File: config.mk
export PLATFORM = sky130hd
export DESIGN_NAME = compute_memory_access_decode
export DESIGN_NICKNAME = d
export VERILOG_FILES = /design/src/rtl/decode_pkg.sv /design/src/rtl/regfile_if.sv /design/src/rtl/index_modify_regfile.sv /design/src/rtl/compute_memory_access_decode.sv
export SDC_FILE = /design/constraint.sdc
export NUM_CORES = 2
export LEC_CHECK = 0
export BUFFER_PORTS_ARGS = -buffer_cell sky130_fd_sc_hd__buf_2
export CORE_MARGIN = 4
export CORE_UTILIZATION = 30
export CTS_CLUSTER_DIAMETER = 40
export DETAILED_ROUTE_END_ITERATION = 10
export MAX_ROUTING_LAYER = met4
export SKIP_LAST_GASP = 1
export SLEW_MARGIN = 10
export SYNTH_ARGS = -nofsm -noshare
export SYNTH_HDL_FRONTEND = slang
export SYNTH_SLANG_ARGS = --single-unit
File: constraint.sdc
create_clock -name clk_i -period 7.8 [get_ports clk_i]
set_input_delay 1.17 -clock clk_i [delete_from_list [all_inputs] [get_ports clk_i]]
set_output_delay 1.17 -clock clk_i [all_outputs]
set_load 0.1 [all_outputs]
File: src/rtl/decode_pkg.sv
// Purpose: Shared constants of the compute and memory access decoder
// Assumes: 48-bit instruction words, 32 index/modify registers behind a plain port
// Notes: Field positions are the low bit of each field unless noted
package decode_pkg;
	localparam int INSTR_W = 48;
	localparam int COMP_W = 23;
	localparam int CONDITION_FIELD_W = 5;
	localparam int UREG_W = 7;
	localparam int DREG_W = 4;
	localparam int DATA_W = 6;
	localparam int REGA_W = 8;
	localparam int RF_IDX_W = 5;
	localparam int RF_DEPTH = 32;
	// Opcode decode
	localparam int OPC_LO = 45;
	localparam logic [2:0] OPC_UREG = 3'h2;
	localparam logic [2:0] OPC_IMM = 3'h3;
	localparam int IMM_ZERO_POS = 44;
	localparam int CONDITION_FIELD_LO = 33;
	// Universal-register memory format
	localparam int T3_U_POS = 44;
	localparam int T3_I_LO = 41;
	localparam int T3_M_LO = 38;
	localparam int T3_G_POS = 32;
	localparam int T3_D_POS = 31;
	localparam int T3_L_POS = 30;
	localparam int T3_UREG_LO = 23;
	// Immediate-modify format
	localparam int T4_I_LO = 41;
	localparam int T4_G_POS = 40;
	localparam int T4_D_POS = 39;
	localparam int T4_U_POS = 38;
	localparam int T4_DATA_LO = 27;
	localparam int T4_DREG_LO = 23;
	// Field encodings
	localparam logic [4:0] CONDITION_FIELD_TRUE = 5'h1f;
	localparam logic DIR_WRITE = 1'b1;
	localparam logic UPD_POST = 1'b1;
	localparam logic [2:0] BCAST_IDX = 3'h1;
	// Register map, byte addresses
	localparam logic [7:0] REG_IDX_BASE = 8'h00;
	localparam logic [7:0] REG_MOD_BASE = 8'h40;
	localparam logic [7:0] REG_MAP_END = 8'h7c;
	localparam logic [31:0] REG_RST = 32'h0000_0000;
endpackage

File: src/rtl/regfile_if.sv
// Purpose: Ports of the index/modify register store
// Assumes: Three read ports, two write ports
// Notes: Write port 0 has priority over port 1 on the same word
`timescale 1ns/1ps
interface regfile_if #(parameter int A = 5, parameter int W = 32);
	logic [A-1:0] raddr [3];
	logic ren [3];
	logic [W-1:0] rdata [3];
	logic we [2];
	logic [A-1:0] waddr [2];
	logic [W-1:0] wdata [2];
	modport user (output raddr, ren, we, waddr, wdata, input rdata);
	modport store (input raddr, ren, we, waddr, wdata, output rdata);
endinterface

File: src/rtl/index_modify_regfile.sv
// Purpose: Index and modify register store with registered read data
// Assumes: Read data stand one cycle after the read enable, zero otherwise
// Notes: Clock enable low freezes all contents and read data
`timescale 1ns/1ps
module index_modify_regfile #(
	parameter int DEPTH = 32,
	parameter int A = 5,
	parameter int W = 32
) (
	input wire logic clk_i,     // Core clock
	input wire logic nrst_i,    // Async reset, active low
	input wire logic ce_i,      // Clock enable
	regfile_if.store rf         // Store ports
);
	logic [W-1:0] mem_q [DEPTH];

	if (DEPTH > (1 << A))
	begin : g_chk
		$error("Depth does not fit the address width");
	end

	// Write ports, port 0 applied last so it wins
	always_ff @(posedge clk_i or negedge nrst_i)
	begin
		if (!nrst_i)
		begin
			for (int k = 0; k < DEPTH; k++)
				mem_q[k] <= decode_pkg::REG_RST[W-1:0];
		end
		else if (ce_i)
		begin
			if (rf.we[1])
				mem_q[rf.waddr[1]] <= rf.wdata[1];
			if (rf.we[0])
				mem_q[rf.waddr[0]] <= rf.wdata[0];
		end
	end

	// Registered read ports
	for (genvar p = 0; p < 3; p++)
	begin : g_rd
		logic [W-1:0] rdata_q;
		always_ff @(posedge clk_i or negedge nrst_i)
		begin
			if (!nrst_i)
				rdata_q <= '0;
			else if (ce_i)
				rdata_q <= rf.ren[p] ? mem_q[rf.raddr[p]] : '0;
		end
		assign rf.rdata[p] = rdata_q;
	end
endmodule

File: src/rtl/compute_memory_access_decode.sv
// Purpose: Decode and execute the register-modify and immediate-modify memory formats
// Assumes: Instruction, mode bits and condition flags come from core-clock logic
// Notes: Two-stage pipe; results stand two enabled cycles after the instruction, unknown_o one enabled cycle after it
//
// The plain strobed port and the register addresses were chosen for this implementation.
`timescale 1ns/1ps
module compute_memory_access_decode #(
	parameter int AW = 32
) (
	input wire logic clk_i,                          // Core clock, 25 MHz
	input wire logic nrst_i,                         // Async reset, active low
	input wire logic ce_i,                           // Clock enable, freezes state when low
	input wire logic [47:0] instr_i,                 // Instruction word
	input wire logic instr_valid_i,                  // Instruction valid pulse
	input wire logic dual_lane_mode_i,               // Dual-lane mode bit
	input wire logic broadcast_read_index_one_i,     // Broadcast read for I1
	input wire logic broadcast_read_index_nine_i,    // Broadcast read for I9
	input wire logic [31:0] x_condition_field_flags_i,          // X lane condition results by code
	input wire logic [31:0] y_condition_field_flags_i,          // Y lane condition results by code
	input wire logic [7:0] reg_addr_i,               // Register byte address
	input wire logic [AW-1:0] reg_wdata_i,           // Register write data
	input wire logic reg_wr_i,                       // Register write strobe
	input wire logic reg_rd_i,                       // Register read strobe
	output logic [AW-1:0] reg_rdata_o,               // Register read data, cycle after strobe
	output logic mem_req_o,                          // Memory access pulse
	output logic mem_write_o,                        // 1 writes register to memory
	output logic mem_pm_o,                           // 1 program memory space
	output logic mem_long_o,                         // Forced long-word access
	output logic [AW-1:0] x_addr_o,                  // X lane address
	output logic [AW-1:0] y_addr_o,                  // Y lane address
	output logic x_lane_en_o,                        // X lane executes
	output logic y_lane_en_o,                        // Y lane executes
	output logic [6:0] xfer_reg_o,                   // Register code of the transfer
	output logic xfer_ureg_o,                        // 1 universal, 0 data register
	output logic [22:0] compute_o,                   // Compute field
	output logic compute_x_en_o,                     // Compute runs in X lane
	output logic compute_y_en_o,                     // Compute runs in Y lane
	output logic unknown_o                           // Valid word of another format
);
	regfile_if #(.A(decode_pkg::RF_IDX_W), .W(AW)) rf ();

	logic is_t3, is_t4, dec_g, dec_d, dec_u, dec_l;
	logic [2:0] dec_i, dec_m;
	logic [decode_pkg::CONDITION_FIELD_W-1:0] dec_condition_field;
	logic [6:0] dec_reg;
	logic [AW-1:0] dec_imm;
	logic accept;
	logic s1_v_q, s1_t4_q, s1_g_q, s1_d_q, s1_u_q, s1_l_q, s1_xok_q, s1_yok_q, s1_bc_q;
	logic [2:0] s1_i_q;
	logic [6:0] s1_reg_q;
	logic [AW-1:0] s1_imm_q;
	logic [22:0] s1_comp_q;
	logic wb_v_q;
	logic [3:0] wb_idx_q;
	logic [AW-1:0] wb_val_q;
	logic [AW-1:0] ival, modv, ybase, x_addr, y_addr, new_i;
	logic exec, wb_en, reg_map;

	if (AW < 8 || AW > 32)
	begin : g_chk
		$error("Address width must be 8 to 32");
	end

	// Condition test, code all ones is always true
	function automatic logic condition_field_ok(input logic [4:0] code, input logic [31:0] flags);
		condition_field_ok = (code == decode_pkg::CONDITION_FIELD_TRUE) || flags[code];
	endfunction

	// Field extraction for both formats
	always_comb
	begin
		is_t3 = instr_i[47:decode_pkg::OPC_LO] == decode_pkg::OPC_UREG;
		is_t4 = instr_i[47:decode_pkg::OPC_LO] == decode_pkg::OPC_IMM && !instr_i[decode_pkg::IMM_ZERO_POS];
		dec_condition_field = instr_i[decode_pkg::CONDITION_FIELD_LO +: decode_pkg::CONDITION_FIELD_W];
		dec_i = instr_i[decode_pkg::T3_I_LO +: 3];
		dec_m = instr_i[decode_pkg::T3_M_LO +: 3];
		dec_g = is_t4 ? instr_i[decode_pkg::T4_G_POS] : instr_i[decode_pkg::T3_G_POS];
		dec_d = is_t4 ? instr_i[decode_pkg::T4_D_POS] : instr_i[decode_pkg::T3_D_POS];
		dec_u = is_t4 ? instr_i[decode_pkg::T4_U_POS] : instr_i[decode_pkg::T3_U_POS];
		dec_l = !is_t4 && instr_i[decode_pkg::T3_L_POS];
		dec_reg = is_t4 ? {3'h0, instr_i[decode_pkg::T4_DREG_LO +: decode_pkg::DREG_W]}
			: instr_i[decode_pkg::T3_UREG_LO +: decode_pkg::UREG_W];
		dec_imm = AW'($signed(instr_i[decode_pkg::T4_DATA_LO +: decode_pkg::DATA_W]));
		accept = ce_i && instr_valid_i && (is_t3 || is_t4);
	end

	// Store ports: index and modify reads, write-back and bus write
	always_comb
	begin
		reg_map = reg_addr_i <= decode_pkg::REG_MAP_END;
		rf.raddr[0] = {1'b0, dec_g, dec_i};
		rf.raddr[1] = {1'b1, dec_g, dec_m};
		rf.raddr[2] = reg_addr_i[6:2];
		rf.ren[0] = accept;
		rf.ren[1] = accept && !is_t4;
		rf.ren[2] = reg_rd_i && reg_map;
		rf.we[0] = wb_en;
		rf.waddr[0] = {1'b0, s1_g_q, s1_i_q};
		rf.wdata[0] = new_i;
		rf.we[1] = reg_wr_i && reg_map;
		rf.waddr[1] = reg_addr_i[6:2];
		rf.wdata[1] = reg_wdata_i;
	end

	index_modify_regfile #(.DEPTH(decode_pkg::RF_DEPTH), .A(decode_pkg::RF_IDX_W), .W(AW)) u_rf (
		.clk_i(clk_i),
		.nrst_i(nrst_i),
		.ce_i(ce_i),
		.rf(rf.store)
	);

	// Read data come straight from the store's read register
	assign reg_rdata_o = rf.rdata[2];

	// Stage 1 capture of decoded fields and lane conditions
	always_ff @(posedge clk_i or negedge nrst_i)
	begin
		if (!nrst_i)
		begin
			s1_v_q <= 1'b0;
			s1_t4_q <= 1'b0;
			s1_g_q <= 1'b0;
			s1_d_q <= 1'b0;
			s1_u_q <= 1'b0;
			s1_l_q <= 1'b0;
			s1_i_q <= 3'h0;
			s1_reg_q <= 7'h00;
			s1_imm_q <= '0;
			s1_comp_q <= 23'h000000;
			s1_xok_q <= 1'b0;
			s1_yok_q <= 1'b0;
			s1_bc_q <= 1'b0;
		end
		else if (ce_i)
		begin
			s1_v_q <= accept;
			s1_t4_q <= is_t4;
			s1_g_q <= dec_g;
			s1_d_q <= dec_d;
			s1_u_q <= dec_u;
			s1_l_q <= dec_l;
			s1_i_q <= dec_i;
			s1_reg_q <= dec_reg;
			s1_imm_q <= dec_imm;
			s1_comp_q <= instr_i[decode_pkg::COMP_W-1:0];
			s1_xok_q <= condition_field_ok(dec_condition_field, x_condition_field_flags_i);
			s1_yok_q <= dual_lane_mode_i && condition_field_ok(dec_condition_field, y_condition_field_flags_i);
			s1_bc_q <= dual_lane_mode_i && dec_i == decode_pkg::BCAST_IDX
				&& (dec_g ? broadcast_read_index_nine_i : broadcast_read_index_one_i);
		end
	end

	// Address arithmetic; a just-written index is forwarded
	always_comb
	begin
		ival = (wb_v_q && wb_idx_q == {s1_g_q, s1_i_q}) ? wb_val_q : rf.rdata[0];
		modv = s1_t4_q ? s1_imm_q : rf.rdata[1];
		ybase = s1_bc_q ? ival : ival + AW'(1);
		new_i = ival + modv;
		x_addr = (s1_u_q == decode_pkg::UPD_POST) ? ival : new_i;
		y_addr = (s1_u_q == decode_pkg::UPD_POST) ? ybase : ybase + modv;
		exec = s1_v_q && (s1_xok_q || s1_yok_q);
		wb_en = exec && s1_u_q == decode_pkg::UPD_POST;
	end

	// Forwarding record of the last write-back
	always_ff @(posedge clk_i or negedge nrst_i)
	begin
		if (!nrst_i)
		begin
			wb_v_q <= 1'b0;
			wb_idx_q <= 4'h0;
			wb_val_q <= '0;
		end
		else if (ce_i)
		begin
			wb_v_q <= wb_en;
			wb_idx_q <= {s1_g_q, s1_i_q};
			wb_val_q <= new_i;
		end
	end

	// Access and lane outputs
	always_ff @(posedge clk_i or negedge nrst_i)
	begin
		if (!nrst_i)
		begin
			mem_req_o <= 1'b0;
			mem_write_o <= 1'b0;
			mem_pm_o <= 1'b0;
			mem_long_o <= 1'b0;
			x_addr_o <= '0;
			y_addr_o <= '0;
			x_lane_en_o <= 1'b0;
			y_lane_en_o <= 1'b0;
			xfer_reg_o <= 7'h00;
			xfer_ureg_o <= 1'b0;
		end
		else if (ce_i)
		begin
			mem_req_o <= exec;
			mem_write_o <= s1_d_q == decode_pkg::DIR_WRITE;
			mem_pm_o <= s1_g_q;
			mem_long_o <= s1_l_q;
			x_addr_o <= x_addr;
			y_addr_o <= y_addr;
			x_lane_en_o <= s1_v_q && s1_xok_q;
			y_lane_en_o <= s1_v_q && s1_yok_q;
			xfer_reg_o <= s1_reg_q;
			xfer_ureg_o <= !s1_t4_q;
		end
	end

	// Compute field handed on in parallel with the access
	always_ff @(posedge clk_i or negedge nrst_i)
	begin
		if (!nrst_i)
		begin
			compute_o <= 23'h000000;
			compute_x_en_o <= 1'b0;
			compute_y_en_o <= 1'b0;
			unknown_o <= 1'b0;
		end
		else if (ce_i)
		begin
			compute_o <= s1_comp_q;
			compute_x_en_o <= s1_v_q && s1_xok_q;
			compute_y_en_o <= s1_v_q && s1_yok_q;
			unknown_o <= instr_valid_i && !(is_t3 || is_t4);
		end
	end

	// Condition code of the word at the input
	logic [4:0] in_condition_field;
	assign in_condition_field = instr_i[decode_pkg::CONDITION_FIELD_LO +: 5];
endmodule

==> run summary <==
=====================================================================================
Status                                                                   complete, no violations
Post-cts gate resize count                                                          0
Number of rows created at floorplan                                               180
Register bit count reported by yosys                                             1306
Startpoint kind of the worst setup timing path                                   flop
Total net switching power                                                   0.00674 W
Power share of the combinational group                                          0.175
Total routing resource utilization after global routing                         0.228
Total negative slack                                                             0 ns
Final weighted congestion of routability-driven global placement                 1.00
Count of routing violations after the opening detailed-route iteration           7936
Maximum level of the CTS H-tree                                                     4
Portion of total power attributed to sequential cells                           0.379
Clock root cell                                                          sky130_fd_sc_hd__clkbuf_16
Number of inserted filler cells in the final layout                             23300
Post-synthesis instance area                                              72700 sq um
Biggest fanout along the worst timing path                                         43
Highest attainable clock frequency                                            169 MHz
Hold-fix buffers at CTS                                                             0
Post-detailed-placement half-perimeter wirelength                           183000 um
Count of maximum capacitance violations                                             0
Slew Limit Headroom                                                            0.0917
Area occupied by multi-input gates                                        37400 sq um
# Post-CTS Setup Buffers                                                            0
Number of remaining DRC errors                                                      0
Initial Util                                                                    0.302
Wirelength per Cell                                                           30.0 um
Cell internal pwr                                                            0.0154 W
Final Hold Slack                                                             0.284 ns
Type of element capturing the critical path                                      flop
PortBufs                                                                          296
Total wirelength of the detailed-routed design                              287000 um
Area fraction of the dominant cell type after synthesis                         0.449
Net count after synthesis                                                        6345
Global route total overflow                                                         0
Synth top area cells                                                     sky130_fd_sc_hd__dfrtp_1 45%, sky130_fd_sc_hd__mux4_2 18%, sky130_fd_sc_hd__mux2_2 9.5%
Utilization after layout                                                        0.353
Reg area                                                                  32700 sq um
RSZ-0062 raised after global routing                                               no
Final hold violations                                                               0
Count of flip-flops with a built-in enable after synthesis                          0
Required time at the worst-slack endpoint                                     8.48 ns
Core Region                                                              241000 sq um
Tightest Pin Transition                                                       1.35 ns
Sequential-to-total area share from yosys stat                                  0.449
Max IR drop VDD                                                                265 uV
Post-synth top area cell                                                 sky130_fd_sc_hd__dfrtp_1
Mean instance size in the synthesized netlist                              11.9 sq um
Total count of max-transition violations in the final report                        0
Most used flip-flop cell after synthesis                                 sky130_fd_sc_hd__dfrtp_1
Horizontal die dimension                                                       500 um
Data arrival time of the critical path                                        6.61 ns
Async set-reset flop share out of synthesis                                      1.00
Wire length of the first global-routing pass                                414000 um
Count of antenna-violating nets left after detailed routing                         0
Pwr/cell area                                                             260 nW/um^2
Height of the die                                                              500 um
Layout cells sized above 1                                                      0.340
Clock tree from TritonCTS                                                       built
Vias per inst                                                                    6.17
Static leakage                                                                36.3 nW
Final count of negative-setup-slack endpoints                                       0
Total number of vias                                                            58900
Pin count of the biggest net entering global routing                              168
Clock slew at reported path FFs                                               0.06 ns
Insertion delay of the later-clocked pin in the worst-skew pair               0.89 ns
Initial DRT Pass Iterations                                                         9
Period utilisation layout                                                       0.760
CTS sink cnt                                                                     1306
Class of the most critical setup path                                         reg2reg
Min cycle time layout                                                         5.93 ns
Unique masters post-synth                                                          91
Switching power as a share of total power                                       0.305
Largest buffer count on any clock path                                              3
Initial antenna violation count                                                    36
Total Die Area                                                           250000 sq um
Synthesized netlist cell count                                                   6112
Syn. warnings                                                                       0
Area growth from synthesis to final layout                                      16.9%
Final layout net count                                                           6375
Power share of the clock group                                                  0.447
Worst min-delay path category                                                in2async
Number of top-level design ports                                                  297
Number of clock buffers inserted by TritonCTS                                     207
Via count of the first global-routing pass                                      58300
Worst Skew                                                                  0.0893 ns
=====================================================================================
-- cell usage in the layout, fill, tap and decap left out, types with 32 or more instances in the layout --
| cell | count |
|---|---|
| sky130_fd_sc_hd__a21oi_1 | 463 |
| sky130_fd_sc_hd__a221oi_1 | 40 |
| sky130_fd_sc_hd__a22o_1 | 32 |
| sky130_fd_sc_hd__a22oi_1 | 49 |
| sky130_fd_sc_hd__a31oi_1 | 53 |
| sky130_fd_sc_hd__buf_2 | 288 |
| sky130_fd_sc_hd__buf_4 | 147 |
| sky130_fd_sc_hd__clkbuf_16 | 208 |
| sky130_fd_sc_hd__clkinv_2 | 34 |
| sky130_fd_sc_hd__dfrtp_1 | 1305 |
| sky130_fd_sc_hd__diode_2 | 35 |
| sky130_fd_sc_hd__ha_1 | 70 |
| sky130_fd_sc_hd__inv_1 | 101 |
| sky130_fd_sc_hd__inv_6 | 32 |
| sky130_fd_sc_hd__mux2_2 | 615 |
| sky130_fd_sc_hd__mux2i_1 | 32 |
| sky130_fd_sc_hd__mux4_2 | 596 |
| sky130_fd_sc_hd__nand2_1 | 240 |
| sky130_fd_sc_hd__nand3_1 | 48 |
| sky130_fd_sc_hd__nor2_1 | 562 |
| sky130_fd_sc_hd__nor3_1 | 52 |
| sky130_fd_sc_hd__o21ai_0 | 147 |
| sky130_fd_sc_hd__o221ai_1 | 57 |
| sky130_fd_sc_hd__o22ai_1 | 475 |
| sky130_fd_sc_hd__o2bb2ai_1 | 39 |
| sky130_fd_sc_hd__xnor2_1 | 49 |
-- final timing paths --
check / cells after the start / to / start / slack [ns]
max: 16 / u_rf.mem_q[857]$_DFFE_PN0P_ / s1_g_q$_DFFE_PN0P_ / 1.87
min: 1 / unknown_o$_DFFE_PN0P_ / nrst_i / 0.28
min in group clk_i: 1 / x_addr_o[0]$_DFFE_PN0P_ / x_addr_o[0]$_DFFE_PN0P_ / 0.48
max in group asynchronous: 3 / u_rf.mem_q[898]$_DFFE_PN0P_ / nrst_i / 5.57
max reg2reg: 16 / u_rf.mem_q[857]$_DFFE_PN0P_ / s1_g_q$_DFFE_PN0P_ / 1.87
min reg2reg: 1 / x_addr_o[0]$_DFFE_PN0P_ / x_addr_o[0]$_DFFE_PN0P_ / 0.48
-- worst max-delay path: stages (launching register included) --
cell and delay (ns):
sky130_fd_sc_hd__dfrtp_1 0.77, sky130_fd_sc_hd__xnor2_4 0.20, sky130_fd_sc_hd__nand3_4 0.16, sky130_fd_sc_hd__nor2_4 0.20, sky130_fd_sc_hd__buf_4 0.49, sky130_fd_sc_hd__mux2i_1 0.45
sky130_fd_sc_hd__inv_1 0.09, sky130_fd_sc_hd__ha_1 0.36, sky130_fd_sc_hd__o21ai_0 0.25, sky130_fd_sc_hd__nor4_1 0.12, sky130_fd_sc_hd__a211oi_2 0.39, sky130_fd_sc_hd__a2bb2oi_2 0.38
sky130_fd_sc_hd__o21ai_4 0.16, sky130_fd_sc_hd__a31o_1 0.20, sky130_fd_sc_hd__a21oi_1 0.23, sky130_fd_sc_hd__xor2_2 0.99, sky130_fd_sc_hd__o221ai_1 0.27
-- metrics by stage --
| stage | area (sq um) | power (W) | setup slack [ns] | instances |
|---|---|---|---|---|
| floorplan | 72700 | 0.0110 | 1.88 | 6112 |
| global placement | 77300 | 0.0121 | 2.03 | 9118 |
| detailed placement | 77300 | 0.0123 | 1.99 | 9118 |
| CTS | 84900 | 0.0221 | 1.99 | 9513 |
| global route | 85000 | 0.0229 | 1.59 | 9542 |
| finish | 85000 | 0.0221 | 1.87 | 9548 |
-- Yosys cell counts (11+ instances only) --
cell,count
sky130_fd_sc_hd__and3_1,21
sky130_fd_sc_hd__ha_1,70
sky130_fd_sc_hd__buf_1,127
sky130_fd_sc_hd__o21ai_1,27
sky130_fd_sc_hd__nor2b_1,11
sky130_fd_sc_hd__mux2_2,615
sky130_fd_sc_hd__o21ai_0,147
sky130_fd_sc_hd__nand4_1,16
sky130_fd_sc_hd__a221oi_1,40
sky130_fd_sc_hd__and2_1,22
sky130_fd_sc_hd__nand2b_1,21
sky130_fd_sc_hd__nor2_1,580
sky130_fd_sc_hd__buf_4,38
sky130_fd_sc_hd__nand2_1,267
sky130_fd_sc_hd__nand3_1,55
sky130_fd_sc_hd__inv_1,101
sky130_fd_sc_hd__o221ai_1,57
sky130_fd_sc_hd__mux2i_1,33
sky130_fd_sc_hd__a21o_1,22
sky130_fd_sc_hd__dfrtp_1,1306
sky130_fd_sc_hd__buf_2,19
sky130_fd_sc_hd__o41ai_1,31
sky130_fd_sc_hd__a32oi_1,15
sky130_fd_sc_hd__mux4_2,596
sky130_fd_sc_hd__o2bb2ai_1,39
sky130_fd_sc_hd__a21oi_1,463
sky130_fd_sc_hd__o22ai_1,475
sky130_fd_sc_hd__a31oi_1,53
sky130_fd_sc_hd__a22o_1,32
sky130_fd_sc_hd__xor2_1,27
sky130_fd_sc_hd__clkbuf_1,449
sky130_fd_sc_hd__o31ai_1,15
sky130_fd_sc_hd__xnor2_1,50
sky130_fd_sc_hd__a211oi_1,23
sky130_fd_sc_hd__nor3_1,55
sky130_fd_sc_hd__a22oi_1,49
sky130_fd_sc_hd__o211ai_1,17
-- kinds of logic (layout without fill, tap and decap cells) --
family | after synthesis | count (layout) | share of synthesized area
flip-flops | 1306 | 1306 | 0.449
AND/OR/NAND/NOR | 1098 | 1098 | 0.0647
buffers and inverters | 737 | 953 | 0.0405
AO/OA/AOI/OAI | 1567 | 1567 | 0.136
other | 0 | 35 | 0
adder cells (fa/ha/maj) | 72 | 72 | 0.0126
XOR/XNOR | 87 | 87 | 0.0118
multiplexers | 1245 | 1245 | 0.285
-- layout make-up --
| cell class | instances | area share |
|---|---|---|
| clock inverter | 154 | 0.0238 |
| sequential | 1306 | 0.385 |
| tap | 3185 | 0.0469 |
| clock buffer | 241 | 0.0652 |
| multi-input combinational | 4069 | 0.440 |
| antenna | 35 | 0.00103 |
| inverter | 102 | 0.00459 |
| timing repair buffer | 456 | 0.0344 |
-- routing by layer --
layer | vias to the layer above | wire length, um | global-route usage
li1 | 23600 | - | -
met1 | 30400 | 112000 | 0.293
met2 | 4078 | 124000 | 0.322
met3 | 794 | 38100 | 0.0889
met4 | 0 | 12300 | 0.0930
met5 | - | 0 | -
-- power groups by stage --
stage	logic, W	clock network (W)	registers (W)
after floorplan	0.00239	0	0.00861
after global placement	0.00372	0	0.00837
after detailed placement	0.00380	0	0.00846
after CTS	0.00381	0.00997	0.00835
after global routing	0.00409	0.0103	0.00847
final	0.00386	0.00989	0.00839
Note: power is estimated with default switching activity, not from simulation.
